## src/logic/led_onoff_regs.svh

```systemverilog
`ifndef LED_ONOFF_REGS_SVH
`define LED_ONOFF_REGS_SVH

// ==================================================
// Register byte offsets
`define OFF_CTRL          8'h00
`define OFF_STATUS        8'h04
`define OFF_MASK          8'h08
`define OFF_LATCH         8'h0c
`define OFF_SHIFT         8'h10
`define OFF_HOLD          8'h14

// ==================================================
// Field positions and reset values
`define CTRL_FORCE_BLANK  0
`define ST_STROBE_DONE    0
`define ST_HOLD_CAPTURED  1
`define ST_FAULT_SEEN     2
`define ST_SPACING_ERR    3
`define ST_BITS           4
`define CTRL_RESET        1'h0
`define MASK_RESET        4'h0

// ==================================================
// Positions in the synchronised pin vector
`define PIN_SHIFT_CLK     0
`define PIN_STROBE        1
`define PIN_BLANK         2
`define PIN_SERIAL_IN     3
`define PIN_OVERTEMP      4
`define PIN_OPEN_LED      5

// ==================================================
// Timing
`define CLK_PERIOD_NS     20
`define STROBE_TO_SHIFT_NS 100

// ==================================================
// Bus answers
`define RESP_OKAY         2'h0
`define RESP_SLVERR       2'h2

`endif

```

## src/logic/led_onoff_pkg.sv

```systemverilog
package led_onoff_pkg;

	typedef enum logic [1:0] {
		RD_IDLE = 2'h1,
		RD_BUSY = 2'h2
	} rd_state_e;

	typedef logic [1:0] axi_resp_t;

endpackage : led_onoff_pkg

```

## src/logic/reg_access_if.sv

```systemverilog
`timescale 1ns/1ps

interface reg_access_if #(
	parameter int ADDR_W = 8
);
	logic              wr_en;
	logic [ADDR_W-1:0] wr_addr;
	logic [31:0]       wr_data;
	logic [3:0]        wr_strb;
	logic              wr_err;
	logic [ADDR_W-1:0] rd_addr;
	logic              rd_en;
	logic [31:0]       rd_data;
	logic              rd_err;

	modport port (
		output wr_en, wr_addr, wr_data, wr_strb, rd_addr, rd_en,
		input  wr_err, rd_data, rd_err
	);
	modport regs (
		input  wr_en, wr_addr, wr_data, wr_strb, rd_addr, rd_en,
		output wr_err, rd_data, rd_err
	);
endinterface : reg_access_if

```

## src/logic/pin_sync.sv

```systemverilog
`timescale 1ns/1ps

module pin_sync #(
	parameter int WIDTH = 4
) (
	input  wire logic             aclk,
	input  wire logic             aresetn,
	input  wire logic [WIDTH-1:0] pin,
	output logic      [WIDTH-1:0] level,
	output logic      [WIDTH-1:0] rise
);
	logic [WIDTH-1:0] meta;
	logic [WIDTH-1:0] prev;

	// ==================================================
	// Two-stage synchroniser, edge found after the second stage
	genvar i;
	generate
		for (i = 0; i < WIDTH; i++) begin : g_bit
			always_ff @(posedge aclk) begin
				if (!aresetn) begin
					meta[i]  <= 1'h0;
					level[i] <= 1'h0;
					prev[i]  <= 1'h0;
				end else begin
					meta[i]  <= pin[i];
					level[i] <= meta[i];
					prev[i]  <= level[i];
				end
			end
			assign rise[i] = level[i] & ~prev[i];
		end
	endgenerate
endmodule : pin_sync

```

## src/logic/axil_port.sv

```systemverilog
`timescale 1ns/1ps
`include "led_onoff_regs.svh"

module axil_port #(
	parameter int ADDR_W = 8
) (
	input  wire logic              aclk,
	input  wire logic              aresetn,
	input  wire logic [ADDR_W-1:0] s_axi_awaddr,
	input  wire logic              s_axi_awvalid,
	output logic                   s_axi_awready,
	input  wire logic [31:0]       s_axi_wdata,
	input  wire logic [3:0]        s_axi_wstrb,
	input  wire logic              s_axi_wvalid,
	output logic                   s_axi_wready,
	output logic [1:0]             s_axi_bresp,
	output logic                   s_axi_bvalid,
	input  wire logic              s_axi_bready,
	input  wire logic [ADDR_W-1:0] s_axi_araddr,
	input  wire logic              s_axi_arvalid,
	output logic                   s_axi_arready,
	output logic [31:0]            s_axi_rdata,
	output logic [1:0]             s_axi_rresp,
	output logic                   s_axi_rvalid,
	input  wire logic              s_axi_rready,
	reg_access_if.port             acc
);
	logic                     aw_held;
	logic                     w_held;
	logic [ADDR_W-1:0]        aw_addr;
	led_onoff_pkg::rd_state_e rd_state;

	// ==================================================
	// Write: address and data are taken in either order
	assign s_axi_awready = !aw_held && !s_axi_bvalid;
	assign s_axi_wready  = !w_held && !s_axi_bvalid;
	assign acc.wr_en     = aw_held && w_held && !s_axi_bvalid;
	assign acc.wr_addr   = aw_addr;

	always_ff @(posedge aclk) begin
		if (!aresetn) begin
			aw_held     <= 1'h0;
			w_held      <= 1'h0;
			aw_addr     <= '0;
			acc.wr_data <= 32'h0000_0000;
			acc.wr_strb <= 4'h0;
		end else begin
			if (s_axi_awvalid && s_axi_awready) begin
				aw_held <= 1'h1;
				aw_addr <= s_axi_awaddr;
			end else if (acc.wr_en) begin
				aw_held <= 1'h0;
			end
			if (s_axi_wvalid && s_axi_wready) begin
				w_held      <= 1'h1;
				acc.wr_data <= s_axi_wdata;
				acc.wr_strb <= s_axi_wstrb;
			end else if (acc.wr_en) begin
				w_held <= 1'h0;
			end
		end
	end

	always_ff @(posedge aclk) begin
		if (!aresetn) begin
			s_axi_bvalid <= 1'h0;
			s_axi_bresp  <= `RESP_OKAY;
		end else if (acc.wr_en) begin
			s_axi_bvalid <= 1'h1;
			s_axi_bresp  <= acc.wr_err ? `RESP_SLVERR : `RESP_OKAY;
		end else if (s_axi_bready) begin
			s_axi_bvalid <= 1'h0;
		end
	end

	// ==================================================
	// Read: data sampled in the address cycle, answered next
	assign s_axi_arready = (rd_state == led_onoff_pkg::RD_IDLE);
	assign s_axi_rvalid  = (rd_state == led_onoff_pkg::RD_BUSY);
	assign acc.rd_addr   = s_axi_araddr;
	assign acc.rd_en     = s_axi_arvalid && s_axi_arready;

	always_ff @(posedge aclk) begin
		if (!aresetn) begin
			rd_state    <= led_onoff_pkg::RD_IDLE;
			s_axi_rdata <= 32'h0000_0000;
			s_axi_rresp <= `RESP_OKAY;
		end else begin
			case (rd_state)
				led_onoff_pkg::RD_IDLE: begin
					if (acc.rd_en) begin
						rd_state    <= led_onoff_pkg::RD_BUSY;
						s_axi_rdata <= acc.rd_err ? 32'h0000_0000 : acc.rd_data;
						s_axi_rresp <= acc.rd_err ? `RESP_SLVERR : `RESP_OKAY;
					end
				end
				led_onoff_pkg::RD_BUSY: begin
					if (s_axi_rready) begin
						rd_state <= led_onoff_pkg::RD_IDLE;
					end
				end
				default: rd_state <= led_onoff_pkg::RD_IDLE;
			endcase
		end
	end
endmodule : axil_port

```

## src/logic/led_onoff_shift_latch.sv

```systemverilog
// Summary of operation
// - Serial input enters LSB on shift edge
// - Shift edge moves all bits toward MSB
// - Strobe edge copies shift register to latch
// - Strobe edge loads status into shift register
// - Blanking high holds all sinks off
// - Blanking low and force_blank clear: sinks follow latch bits
// - Blanking rise captures status into hold
// - Serial output is shift register MSB
`timescale 1ns/1ps
`include "led_onoff_regs.svh"

module led_onoff_shift_latch #(
	parameter int CHANNELS = 16,
	parameter int ADDR_W   = 8
) (
	input  wire logic                aclk,
	input  wire logic                aresetn,
	input  wire logic [ADDR_W-1:0]   s_axi_awaddr,
	input  wire logic                s_axi_awvalid,
	output logic                     s_axi_awready,
	input  wire logic [31:0]         s_axi_wdata,
	input  wire logic [3:0]          s_axi_wstrb,
	input  wire logic                s_axi_wvalid,
	output logic                     s_axi_wready,
	output logic [1:0]               s_axi_bresp,
	output logic                     s_axi_bvalid,
	input  wire logic                s_axi_bready,
	input  wire logic [ADDR_W-1:0]   s_axi_araddr,
	input  wire logic                s_axi_arvalid,
	output logic                     s_axi_arready,
	output logic [31:0]              s_axi_rdata,
	output logic [1:0]               s_axi_rresp,
	output logic                     s_axi_rvalid,
	input  wire logic                s_axi_rready,
	input  wire logic                shift_clk,
	input  wire logic                serial_in,
	input  wire logic                transfer_strobe,
	input  wire logic                blank,
	input  wire logic [CHANNELS-1:0] open_led_flag,
	input  wire logic                overtemp_warning_flag,
	output logic                     serial_out,
	output logic [CHANNELS-1:0]      sink_output_n,
	output logic                     irq
);
	localparam int PIN_W       = `PIN_OPEN_LED + CHANNELS;
	localparam int GAP_CYCLES  = (`STROBE_TO_SHIFT_NS + `CLK_PERIOD_NS - 1) / `CLK_PERIOD_NS;
	localparam int GAP_W       = $clog2(GAP_CYCLES + 1);
	localparam logic [GAP_W-1:0] GAP_MIN = GAP_CYCLES[GAP_W-1:0];
	localparam logic [GAP_W-1:0] GAP_ONE = GAP_W'(1);

	// ==================================================
	// Pin synchronisation
	logic [PIN_W-1:0] pin_raw;
	logic [PIN_W-1:0] pin_lvl;
	logic [PIN_W-1:0] pin_rise;

	assign pin_raw = {open_led_flag, overtemp_warning_flag, serial_in, blank, transfer_strobe, shift_clk};

	pin_sync #(
		.WIDTH (PIN_W)
	) u_pin_sync (
		.aclk    (aclk),
		.aresetn (aresetn),
		.pin     (pin_raw),
		.level   (pin_lvl),
		.rise    (pin_rise)
	);

	logic                shift_rise;
	logic                strobe_rise;
	logic                blank_lvl;
	logic                blank_rise;
	logic                sin_lvl;
	logic [CHANNELS-1:0] status_raw;

	assign shift_rise  = pin_rise[`PIN_SHIFT_CLK];
	assign strobe_rise = pin_rise[`PIN_STROBE];
	assign blank_lvl   = pin_lvl[`PIN_BLANK];
	assign blank_rise  = pin_rise[`PIN_BLANK];
	assign sin_lvl     = pin_lvl[`PIN_SERIAL_IN];
	// Top bit carries the over-temperature warning; the last channel's open flag has no room
	assign status_raw  = {pin_lvl[`PIN_OVERTEMP], pin_lvl[`PIN_OPEN_LED +: CHANNELS-1]};

	// ==================================================
	// Register access
	reg_access_if #(.ADDR_W(ADDR_W)) acc ();

	axil_port #(
		.ADDR_W (ADDR_W)
	) u_axil_port (
		.aclk          (aclk),
		.aresetn       (aresetn),
		.s_axi_awaddr  (s_axi_awaddr),
		.s_axi_awvalid (s_axi_awvalid),
		.s_axi_awready (s_axi_awready),
		.s_axi_wdata   (s_axi_wdata),
		.s_axi_wstrb   (s_axi_wstrb),
		.s_axi_wvalid  (s_axi_wvalid),
		.s_axi_wready  (s_axi_wready),
		.s_axi_bresp   (s_axi_bresp),
		.s_axi_bvalid  (s_axi_bvalid),
		.s_axi_bready  (s_axi_bready),
		.s_axi_araddr  (s_axi_araddr),
		.s_axi_arvalid (s_axi_arvalid),
		.s_axi_arready (s_axi_arready),
		.s_axi_rdata   (s_axi_rdata),
		.s_axi_rresp   (s_axi_rresp),
		.s_axi_rvalid  (s_axi_rvalid),
		.s_axi_rready  (s_axi_rready),
		.acc           (acc.port)
	);

	logic                  force_blank;
	logic [`ST_BITS-1:0]   status;
	logic [`ST_BITS-1:0]   mask;
	logic [`ST_BITS-1:0]   status_set;
	logic [CHANNELS-1:0]   shift_reg;
	logic [CHANNELS-1:0]   latch;
	logic [CHANNELS-1:0]   hold;
	logic [CHANNELS-1:0]   hold_view;
	logic [GAP_W-1:0]      gap_cnt;
	logic                  blank_eff;
	logic                  wr_ctrl;
	logic                  wr_status;
	logic                  wr_mask;

	assign wr_ctrl   = acc.wr_en && acc.wr_strb[0] && (acc.wr_addr == `OFF_CTRL);
	assign wr_status = acc.wr_en && acc.wr_strb[0] && (acc.wr_addr == `OFF_STATUS);
	assign wr_mask   = acc.wr_en && acc.wr_strb[0] && (acc.wr_addr == `OFF_MASK);

	always_comb begin
		case (acc.wr_addr)
			`OFF_CTRL, `OFF_STATUS, `OFF_MASK,
			`OFF_LATCH, `OFF_SHIFT, `OFF_HOLD: acc.wr_err = 1'h0;
			default:                           acc.wr_err = 1'h1;
		endcase
	end

	always_comb begin
		acc.rd_data = 32'h0000_0000;
		acc.rd_err  = 1'h0;
		case (acc.rd_addr)
			`OFF_CTRL:   acc.rd_data[`CTRL_FORCE_BLANK] = force_blank;
			`OFF_STATUS: acc.rd_data[`ST_BITS-1:0] = status;
			`OFF_MASK:   acc.rd_data[`ST_BITS-1:0] = mask;
			`OFF_LATCH:  acc.rd_data[CHANNELS-1:0] = latch;
			`OFF_SHIFT:  acc.rd_data[CHANNELS-1:0] = shift_reg;
			`OFF_HOLD:   acc.rd_data[CHANNELS-1:0] = hold_view;
			default:     acc.rd_err = 1'h1;
		endcase
	end

	always_ff @(posedge aclk) begin
		if (!aresetn) begin
			force_blank <= `CTRL_RESET;
		end else if (wr_ctrl) begin
			force_blank <= acc.wr_data[`CTRL_FORCE_BLANK];
		end
	end

	always_ff @(posedge aclk) begin
		if (!aresetn) begin
			mask <= `MASK_RESET;
		end else if (wr_mask) begin
			mask <= acc.wr_data[`ST_BITS-1:0];
		end
	end

	// ==================================================
	// Events and interrupt
	always_comb begin
		status_set                    = '0;
		status_set[`ST_STROBE_DONE]   = strobe_rise;
		status_set[`ST_HOLD_CAPTURED] = blank_rise;
		status_set[`ST_FAULT_SEEN]    = blank_rise && (status_raw != '0);
		status_set[`ST_SPACING_ERR]   = shift_rise && (gap_cnt < GAP_MIN);
	end

	// A fresh event beats a write-one-to-clear in the same cycle
	always_ff @(posedge aclk) begin
		if (!aresetn) begin
			status <= '0;
		end else begin
			status <= (status & ~(wr_status ? acc.wr_data[`ST_BITS-1:0] : '0)) | status_set;
		end
	end

	always_ff @(posedge aclk) begin
		if (!aresetn) begin
			irq <= 1'h0;
		end else begin
			irq <= |(status & mask);
		end
	end

	// Cycles since the last strobe edge, saturating; a shift exactly GAP_MIN cycles later is legal
	always_ff @(posedge aclk) begin
		if (!aresetn) begin
			gap_cnt <= GAP_MIN;
		end else if (strobe_rise) begin
			gap_cnt <= GAP_ONE;
		end else if (gap_cnt < GAP_MIN) begin
			gap_cnt <= gap_cnt + GAP_ONE;
		end
	end

	// ==================================================
	// Shift register and output latch
	// status load wins over a colliding shift edge, which would break spacing anyway
	always_ff @(posedge aclk) begin
		if (!aresetn) begin
			shift_reg <= '0;
		end else if (strobe_rise) begin
			shift_reg <= hold_view;
		end else if (shift_rise) begin
			shift_reg <= {shift_reg[CHANNELS-2:0], sin_lvl};
		end
	end

	assign serial_out = shift_reg[CHANNELS-1];

	always_ff @(posedge aclk) begin
		if (!aresetn) begin
			latch <= '0;
		end else if (strobe_rise) begin
			latch <= shift_reg;
		end
	end

	// ==================================================
	// Status hold
	// capture on blanking rise
	always_ff @(posedge aclk) begin
		if (!aresetn) begin
			hold <= '0;
		end else if (blank_rise) begin
			hold <= status_raw;
		end
	end

	// hold shown only while blanking is low
	always_ff @(posedge aclk) begin
		if (!aresetn) begin
			hold_view <= '0;
		end else if (!blank_lvl) begin
			hold_view <= hold;
		end
	end

	// ==================================================
	// Sink outputs
	assign blank_eff = blank_lvl || force_blank;

	always_ff @(posedge aclk) begin
		if (!aresetn) begin
			sink_output_n <= '0;
		end else begin
			sink_output_n <= blank_eff ? '0 : latch;
		end
	end

	// ==================================================
	// Assertions
	// serial input check
	shift_lsb_a: assert property (@(posedge aclk) disable iff (!aresetn)
		shift_rise && !strobe_rise |=> shift_reg[0] == $past(sin_lvl))
		else $error("shift lsb did not take serial input");

	shift_move_a: assert property (@(posedge aclk) disable iff (!aresetn)
		shift_rise && !strobe_rise |=> shift_reg[CHANNELS-1:1] == $past(shift_reg[CHANNELS-2:0]))
		else $error("shift register did not move up");

	gap_flag_a: assert property (@(posedge aclk) disable iff (!aresetn)
		strobe_rise ##[1:4] shift_rise |=> status[`ST_SPACING_ERR])
		else $error("early shift edge not flagged");

	latch_copy_a: assert property (@(posedge aclk) disable iff (!aresetn)
		strobe_rise |=> latch == $past(shift_reg))
		else $error("latch did not copy shift register");

	status_load_a: assert property (@(posedge aclk) disable iff (!aresetn)
		strobe_rise |=> shift_reg == $past(hold_view))
		else $error("status not loaded into shift register");

	blank_off_a: assert property (@(posedge aclk) disable iff (!aresetn)
		blank_eff |=> sink_output_n == '0)
		else $error("sink on during blanking");

	sink_follow_a: assert property (@(posedge aclk) disable iff (!aresetn)
		!blank_eff |=> sink_output_n == $past(latch))
		else $error("sink does not follow latch");

	hold_capture_a: assert property (@(posedge aclk) disable iff (!aresetn)
		blank_rise |=> hold == $past(status_raw) ##1 blank_lvl || hold_view == $past(hold))
		else $error("status hold capture wrong");

	serial_tail_a: assert property (@(posedge aclk) disable iff (!aresetn)
		shift_rise && !strobe_rise |=> serial_out == $past(shift_reg[CHANNELS-2]))
		else $error("serial output not previous second bit");

	latch_hold_a: assert property (@(posedge aclk) disable iff (!aresetn)
		!strobe_rise |=> $stable(latch))
		else $error("latch changed without strobe");

	sticky_irq_a: assert property (@(posedge aclk) disable iff (!aresetn)
		(status & mask) != '0 |=> irq)
		else $error("interrupt missing for unmasked status");

	strobe_then_shift_c: cover property (@(posedge aclk) disable iff (!aresetn)
		strobe_rise ##[1:40] shift_rise);

	blank_capture_c: cover property (@(posedge aclk) disable iff (!aresetn)
		blank_rise && (status_raw != '0));

	spacing_err_c: cover property (@(posedge aclk) disable iff (!aresetn)
		status_set[`ST_SPACING_ERR]);

	sink_on_c: cover property (@(posedge aclk) disable iff (!aresetn)
		sink_output_n != '0);

endmodule : led_onoff_shift_latch

```

## config.mk

```make
export PLATFORM = sky130hd
export DESIGN_NAME = led_onoff_shift_latch
export DESIGN_NICKNAME = d
export VERILOG_FILES = /design/src/logic/led_onoff_pkg.sv /design/src/logic/reg_access_if.sv /design/src/logic/pin_sync.sv /design/src/logic/axil_port.sv /design/src/logic/led_onoff_shift_latch.sv
export VERILOG_INCLUDE_DIRS = /design/src /design/src/logic
export SDC_FILE = /design/constraint.sdc
export NUM_CORES = 1
export LEC_CHECK = 0
export BUFFER_PORTS_ARGS = -buffer_cell sky130_fd_sc_hd__buf_2
export CORE_MARGIN = 2
export CORE_UTILIZATION = 52
export CTS_CLUSTER_SIZE = 24
export DETAILED_ROUTE_END_ITERATION = 7
export GPL_TIMING_DRIVEN = 0
export PLACE_DENSITY = 0.76
export SLEW_MARGIN = 20
export SYNTH_ARGS = -nofsm -noshare
export SYNTH_HDL_FRONTEND = slang
export SYNTH_SLANG_ARGS = --single-unit
export TNS_END_PERCENT = 5
```

## constraint.sdc

```tcl
create_clock -name aclk -period 1.88 [get_ports aclk]
set_input_delay 0.282 -clock aclk [delete_from_list [all_inputs] [get_ports aclk]]
set_output_delay 0.282 -clock aclk [all_outputs]
set_load 0.1 [all_outputs]
```

==> flow_summary.toml, run 1 <==
[min_path]
hp-start = "open_led_flag[0]"
hold_class = "in2reg"

[setup_path]
required_ps = 1600
critPathLaunchType = "flip-flop"
crit_fanout = 3
cp-end-kind = "output pin"
reg2reg_slack_ps = 210
arrival_ps = 1400
critical_path_class = "reg2out"
reg2regPathDepth = 6
startpoint = "u_axil_port.rd_state[0]$_SDFFE_PN1P_"
r2r_end = "hold[6]$_SDFFE_PN0P_"
timing.rr.start = "u_pin_sync.level[2]$_SDFF_PN0_"
critPathCapture = "s_axi_arready"

[power]
pwr-share-comb_pct = 10.3
p_sw_share_pct = 24.81
cellPowerDensity_nw_per_um2 = 1014
p_leak_uw = 0.003557
p_int_uw = 6105
p_clk_share_pct = 42.4
power_uw = 8120
power_frac_seq_pct = 47.3
p_sw_uw = 2015
vdd_drop_max_mv = 0.5926

[drt]
vias = 4906
via_per_inst = 5.027
drt-total-wl_mm = 14.11
wire_per_inst_microns = 14.45
drt_iter0_markers = 195
drtPass1Iterations = 4
drc = 0
final_antenna_net_count = 0

[cells_and_area]
nets = 873
n_fill_cell = 1013
fin_util_pct = 63.70
multi_input_area_sq_um = 2979
seqCellArea_sq_um = 3443
drive_above_1_share_pct = 20.27
layout_common_cells = "dfxtp_1 (172), nand2_1 (105), buf_2 (98)"
final_common_cell = "dfxtp_1"
diodes = 0
areaGrowthSynthToFinish_pct = 20.01
largestRegisters = "u_pin_sync.level: 20 flops, u_pin_sync.meta: 20 flops"

[floorplanning]
core_area_sq_um = 12570
dieArea_sq_um = 13750
rows = 41
io_pins = 139
start_util_pct = 53.08
die_x_microns = 117.3
fp.dieH_microns = 117.3

[grt]
grt_first_pass_wirelength_mm = 23.04
grt_use_total_pct = 22.04
antenna_found_initial = 0
grt_pass1_vias = 4791
grt_overflow = 0
grt_max_degree = 17

[yosys]
synth_cell_type_count = 44
synth_seq_cells = 172
seq_area_frac_synth_pct = 51.61
async_flop_share_pct = 0
yosysWarnings = 0
synth_edf_count = 0
syn_inst = 669
ys.flop_type = "dfxtp_1"
syn_area_sq_um = 6671
syn_area_per_cell_sq_um = 9.972

[sta]
slew_headroom_pct = 56.43
setup_viol = 0
fin_tns_setup_ps = 0
clock_skew_ps = 6.010
fin_crit_sh_pct = 89.43
hold-worst-slack_ps = 63.78
rsz0062_at_grt = "no"
finalHoldViolations = 0
finalMaxSlewViolations = 0
tightest_slew_ps = 653.6
layout_min_cycle_time_ps = 1681
max_freq_ghz = 0.5948
fin_ws_ps = 198.7

[clock_tree]
ctsHoldBuffers = 0
cts.htree.levels = 4
root_buffer = "clkbuf_16"
clock_latency_ps = 420
clk_pin_slew_ps = 60
numCtsBuffers = 17
cts_tree = "built"
clock_sinks = 172
clock_path_buffers = 2

[outcome]
status = "completed"

[job]
maxCapViolCount = 0

[placement]
dp_hpwl_mm = 10.63
place.gp.congestion = 0.8553
pre_cts_ws_ps = 117.0
port-buffer-count = 87
[cells in the mapped netlist, types with 6 or more instances]
library cell / number / area share [%]
and2_1: 62 / 5.8
nand2_1: 105 / 5.9
nor2b_1: 45 / 4.2
o2bb2ai_1: 12 / 1.6
mux2i_1: 64 / 9.6
o211a_1: 16 / 2.4
nor2_1: 8 / 0.45
nand2b_1: 7 / 0.66
buf_4: 19 / 2.1
a22oi_1: 14 / 1.6
dfxtp_1: 172 / 52
o21ai_0: 10 / 0.75
buf_2: 11 / 0.83
a21oi_1: 6 / 0.45
a21boi_0: 43 / 4.8
clkbuf_1: 31 / 1.7
[worst min path at each step]
stage | endpoint | slack (ps) | depth (start not counted)
after floorplan | u_pin_sync.meta[0]$_SDFF_PN0_ | 410 | 1
after global placement | u_pin_sync.level[0]$_SDFF_PN0_ | 420 | 1
after detailed placement | u_pin_sync.level[9]$_SDFF_PN0_ | 420 | 1
after CTS | u_pin_sync.meta[5]$_SDFF_PN0_ | 50 | 2
after global routing | u_pin_sync.meta[12]$_SDFF_PN0_ | 50 | 2
final | u_pin_sync.meta[5]$_SDFF_PN0_ | 60 | 2
[area by class of cell]
| class | instances | area share (%) |
|---|---|---|
| timing repair buffer | 87 | 5.438 |
| sequential | 172 | 43.01 |
| multi-input combinational | 449 | 37.21 |
| inverter | 2 | 0.09376 |
| buffer | 63 | 4.126 |
| clock buffer | 21 | 6.001 |
| tap | 172 | 2.688 |
| clock inverter | 10 | 1.438 |
[metrics by stage]
step,instances,instance area (sq um)
after floorplan,686,6755
after global placement,945,7406
after CTS,976,8001
after global routing,976,8006
final,976,8006
after detailed placement,945,7406
[per-layer routing]
metal  GRT usage, %  part of all wire (%)  vias up
met5              0                     0        -
met2          37.74                    48      136
li1               -                     -     2489
met1          27.43                    44     2261
met3          5.407                   6.2       20
met4          6.902                   1.4        0
[kinds of logic after synthesis]
family | count (synthesis) | synth area share, %
multiplexers | 64 | 9.602
AO/OA/AOI/OAI | 116 | 13.26
flip-flops | 172 | 51.61
AND/OR/NAND/NOR | 250 | 20.22
other | 1 | 0.05621
adder cells (fa/ha/maj) | 1 | 0.1875
buffers and inverters | 65 | 5.064
[worst max-delay path: stages, from the launching register on]
cell and delay, ps:
dfxtp_1 380, nor2b_2 170, buf_2 430
[power groups by stage]
stage	Sequential (uW)	Combinational (uW)	Clock (uW)
3_5_place_dp	3920	831	0
2_1_floorplan	3980	582	0
5_1_grt	3860	897	3660
3_3_place_gp	3920	813	0
4_1_cts	3840	834	3480
6_report	3840	832	3440
[timing repair]
item,in CTS,in global routing
resized for setup,0,1
endpoints found under the setup margin,0,10
setup buffers,0,0
No activity file was read; power rests on OpenSTA's default activity.
==> run 2: changes to the inputs <==
CAP_MARGIN = 20   (was default)
RECOVER_POWER = 100   (was default)
==> run 2 against run 1 <==
  * Combinational power shrank 0.6%
  * Global-route usage is the same
  * Die area is the same
  * Final cell count is the same
  * Clock skew grew 2.0 ps
  * Fmax shrank 4.1%
  * Worst hold slack gained 0.78 ps
  * Non-clock buffer count is the same
  * Worst setup slack lost 72 ps
  * Sequential cell count is the same
==> flow_summary.toml, run 2 (same netlist as run 1, synthesis figures left out) <==
[clock_tree]
clock_latency_ps = 420
clk_pin_slew_ps = 60
clock_sinks = 172
cts.htree.levels = 4
post_cts_buffers = 0
clock_path_buffers = 2
numCtsBuffers = 17
cts_tree = "built"
root_buffer = "clkbuf_16"
ctsHoldBuffers = 0

[sta]
finalHoldViolations = 0
setup_viol = 0
rsz0062_at_grt = "no"
slew_headroom_pct = 54.88
max_freq_ghz = 0.5703
tightest_slew_ps = 676.8
fin_crit_sh_pct = 93.27
fin_tns_setup_ps = 0
finalMaxSlewViolations = 0
hold-worst-slack_ps = 64.56
clock_skew_ps = 8.034
layout_min_cycle_time_ps = 1754

[power]
pwr-share-comb_pct = 10.2
cellPowerDensity_nw_per_um2 = 1016
p_sw_share_pct = 24.87
power_frac_seq_pct = 47.3
vdd_drop_max_mv = 0.5911
p_sw_uw = 2019
p_int_uw = 6099
p_clk_share_pct = 42.5
p_leak_uw = 0.003477

[setup_path]
r2r_end = "u_axil_port.s_axi_rdata[0]$_SDFFE_PN0P_"
critical_path_class = "reg2out"
critPathLaunchType = "flip-flop"
timing.rr.start = "u_axil_port.rd_state[1]$_SDFFE_PN0P_"
startpoint = "u_axil_port.s_axi_bvalid$_SDFFE_PN0P_"
arrival_ps = 1470
cp-end-kind = "output pin"
critPathCapture = "s_axi_awready"
required_ps = 1600
crit_fanout = 7
reg2reg_slack_ps = 160
reg2regPathDepth = 5

[floorplanning]
rows = 41
start_util_pct = 53.08
dieArea_sq_um = 13750
fp.dieH_microns = 117.3
core_area_sq_um = 12570
die_x_microns = 117.3
io_pins = 139

[grt]
grt_overflow = 0
antenna_found_initial = 0
grt_first_pass_wirelength_mm = 23.04
grt_use_total_pct = 22.04
grt_pass1_vias = 4791
grt_max_degree = 17

[drt]
final_antenna_net_count = 0
vias = 4906
drc = 0
wire_per_inst_microns = 14.54
drt-total-wl_mm = 14.19
via_per_inst = 5.027
drtPass1Iterations = 5
drt_iter0_markers = 216

[cells_and_area]
layout_common_cells = "dfxtp_1 (172), nand2_1 (105), mux2i_1 (64)"
fin_util_pct = 63.56
largestRegisters = "u_pin_sync.level: 20 flops, u_pin_sync.meta: 20 flops"
drive_above_1_share_pct = 19.53
fin_area_sq_um = 7989
areaGrowthSynthToFinish_pct = 19.75
diodes = 0
n_fill_cell = 1017
final_common_cell = "dfxtp_1"
final_cells = 976
nets = 873

[placement]
placedInstanceArea_sq_um = 7406
port-buffer-count = 87
dp_hpwl_mm = 10.63
placed_cells = 945
place.gp.congestion = 0.8553

[min_path]
hold_class = "in2reg"
hp-start = "open_led_flag[4]"
whs_path_depth = 2

[outcome]
status = "completed"

[job]
maxCapViolCount = 0
## run 2: area by class of cell
| class | instances | area (sq um) | area share, % |
|---|---|---|---|
| repair buffers | 87 | 434.2 | 5.435 |
| plain buffers | 63 | 327.8 | 4.103 |
| clock inverters | 10 | 115.1 | 1.441 |
| inverters | 2 | 7.507 | 0.09397 |
| well taps | 172 | 215.2 | 2.694 |
| multi-input cells | 449 | 2965 | 37.12 |
| flip-flops and latches | 172 | 3443 | 43.10 |
| clock buffers | 21 | 480.5 | 6.014 |
## run 2: stage by stage
step	power (uW)	setup WS [ps]
5_1_grt	8410	44.66
2_1_floorplan	4563	-262.6
6_report	8118	126.5
4_1_cts	8155	98.87
3_5_place_dp	4751	117.0
3_3_place_gp	4728	123.8
## run 2: metal layers
metal | track usage [%] | vias to the layer above | wire (microns)
met4 | 6.902 | 0 | 186
met1 | 27.43 | 2264 | 6479
met2 | 37.74 | 142 | 6779
li1 | - | 2481 | -
met5 | 0 | - | 0
met3 | 5.407 | 19 | 744
## run 2: worst min path at each step
stage / endpoint / slack (ps)
final: u_pin_sync.meta[9]$_SDFF_PN0_ / 60
after global placement: u_pin_sync.level[0]$_SDFF_PN0_ / 420
after detailed placement: u_pin_sync.level[9]$_SDFF_PN0_ / 420
after floorplan: u_pin_sync.meta[0]$_SDFF_PN0_ / 410
after CTS: u_pin_sync.meta[5]$_SDFF_PN0_ / 50
after global routing: u_pin_sync.meta[12]$_SDFF_PN0_ / 50
## run 2: power by group through the flow
stage	clock network [uW]	registers, uW	logic, uW
floorplan	0	3980	582
global placement	0	3920	813
detailed placement	0	3920	831
CTS	3480	3840	834
global route	3660	3850	891
finish	3450	3840	827
## run 2: timing repair
item	CTS	global route
hold endpoints to repair	0	0
resized for setup	0	1
setup endpoints to repair	0	10
## run 2: critical path: stages (launching register included)
cell and delay, ps:
dfxtp_1 370, nor2_1 200, clkbuf_2 490
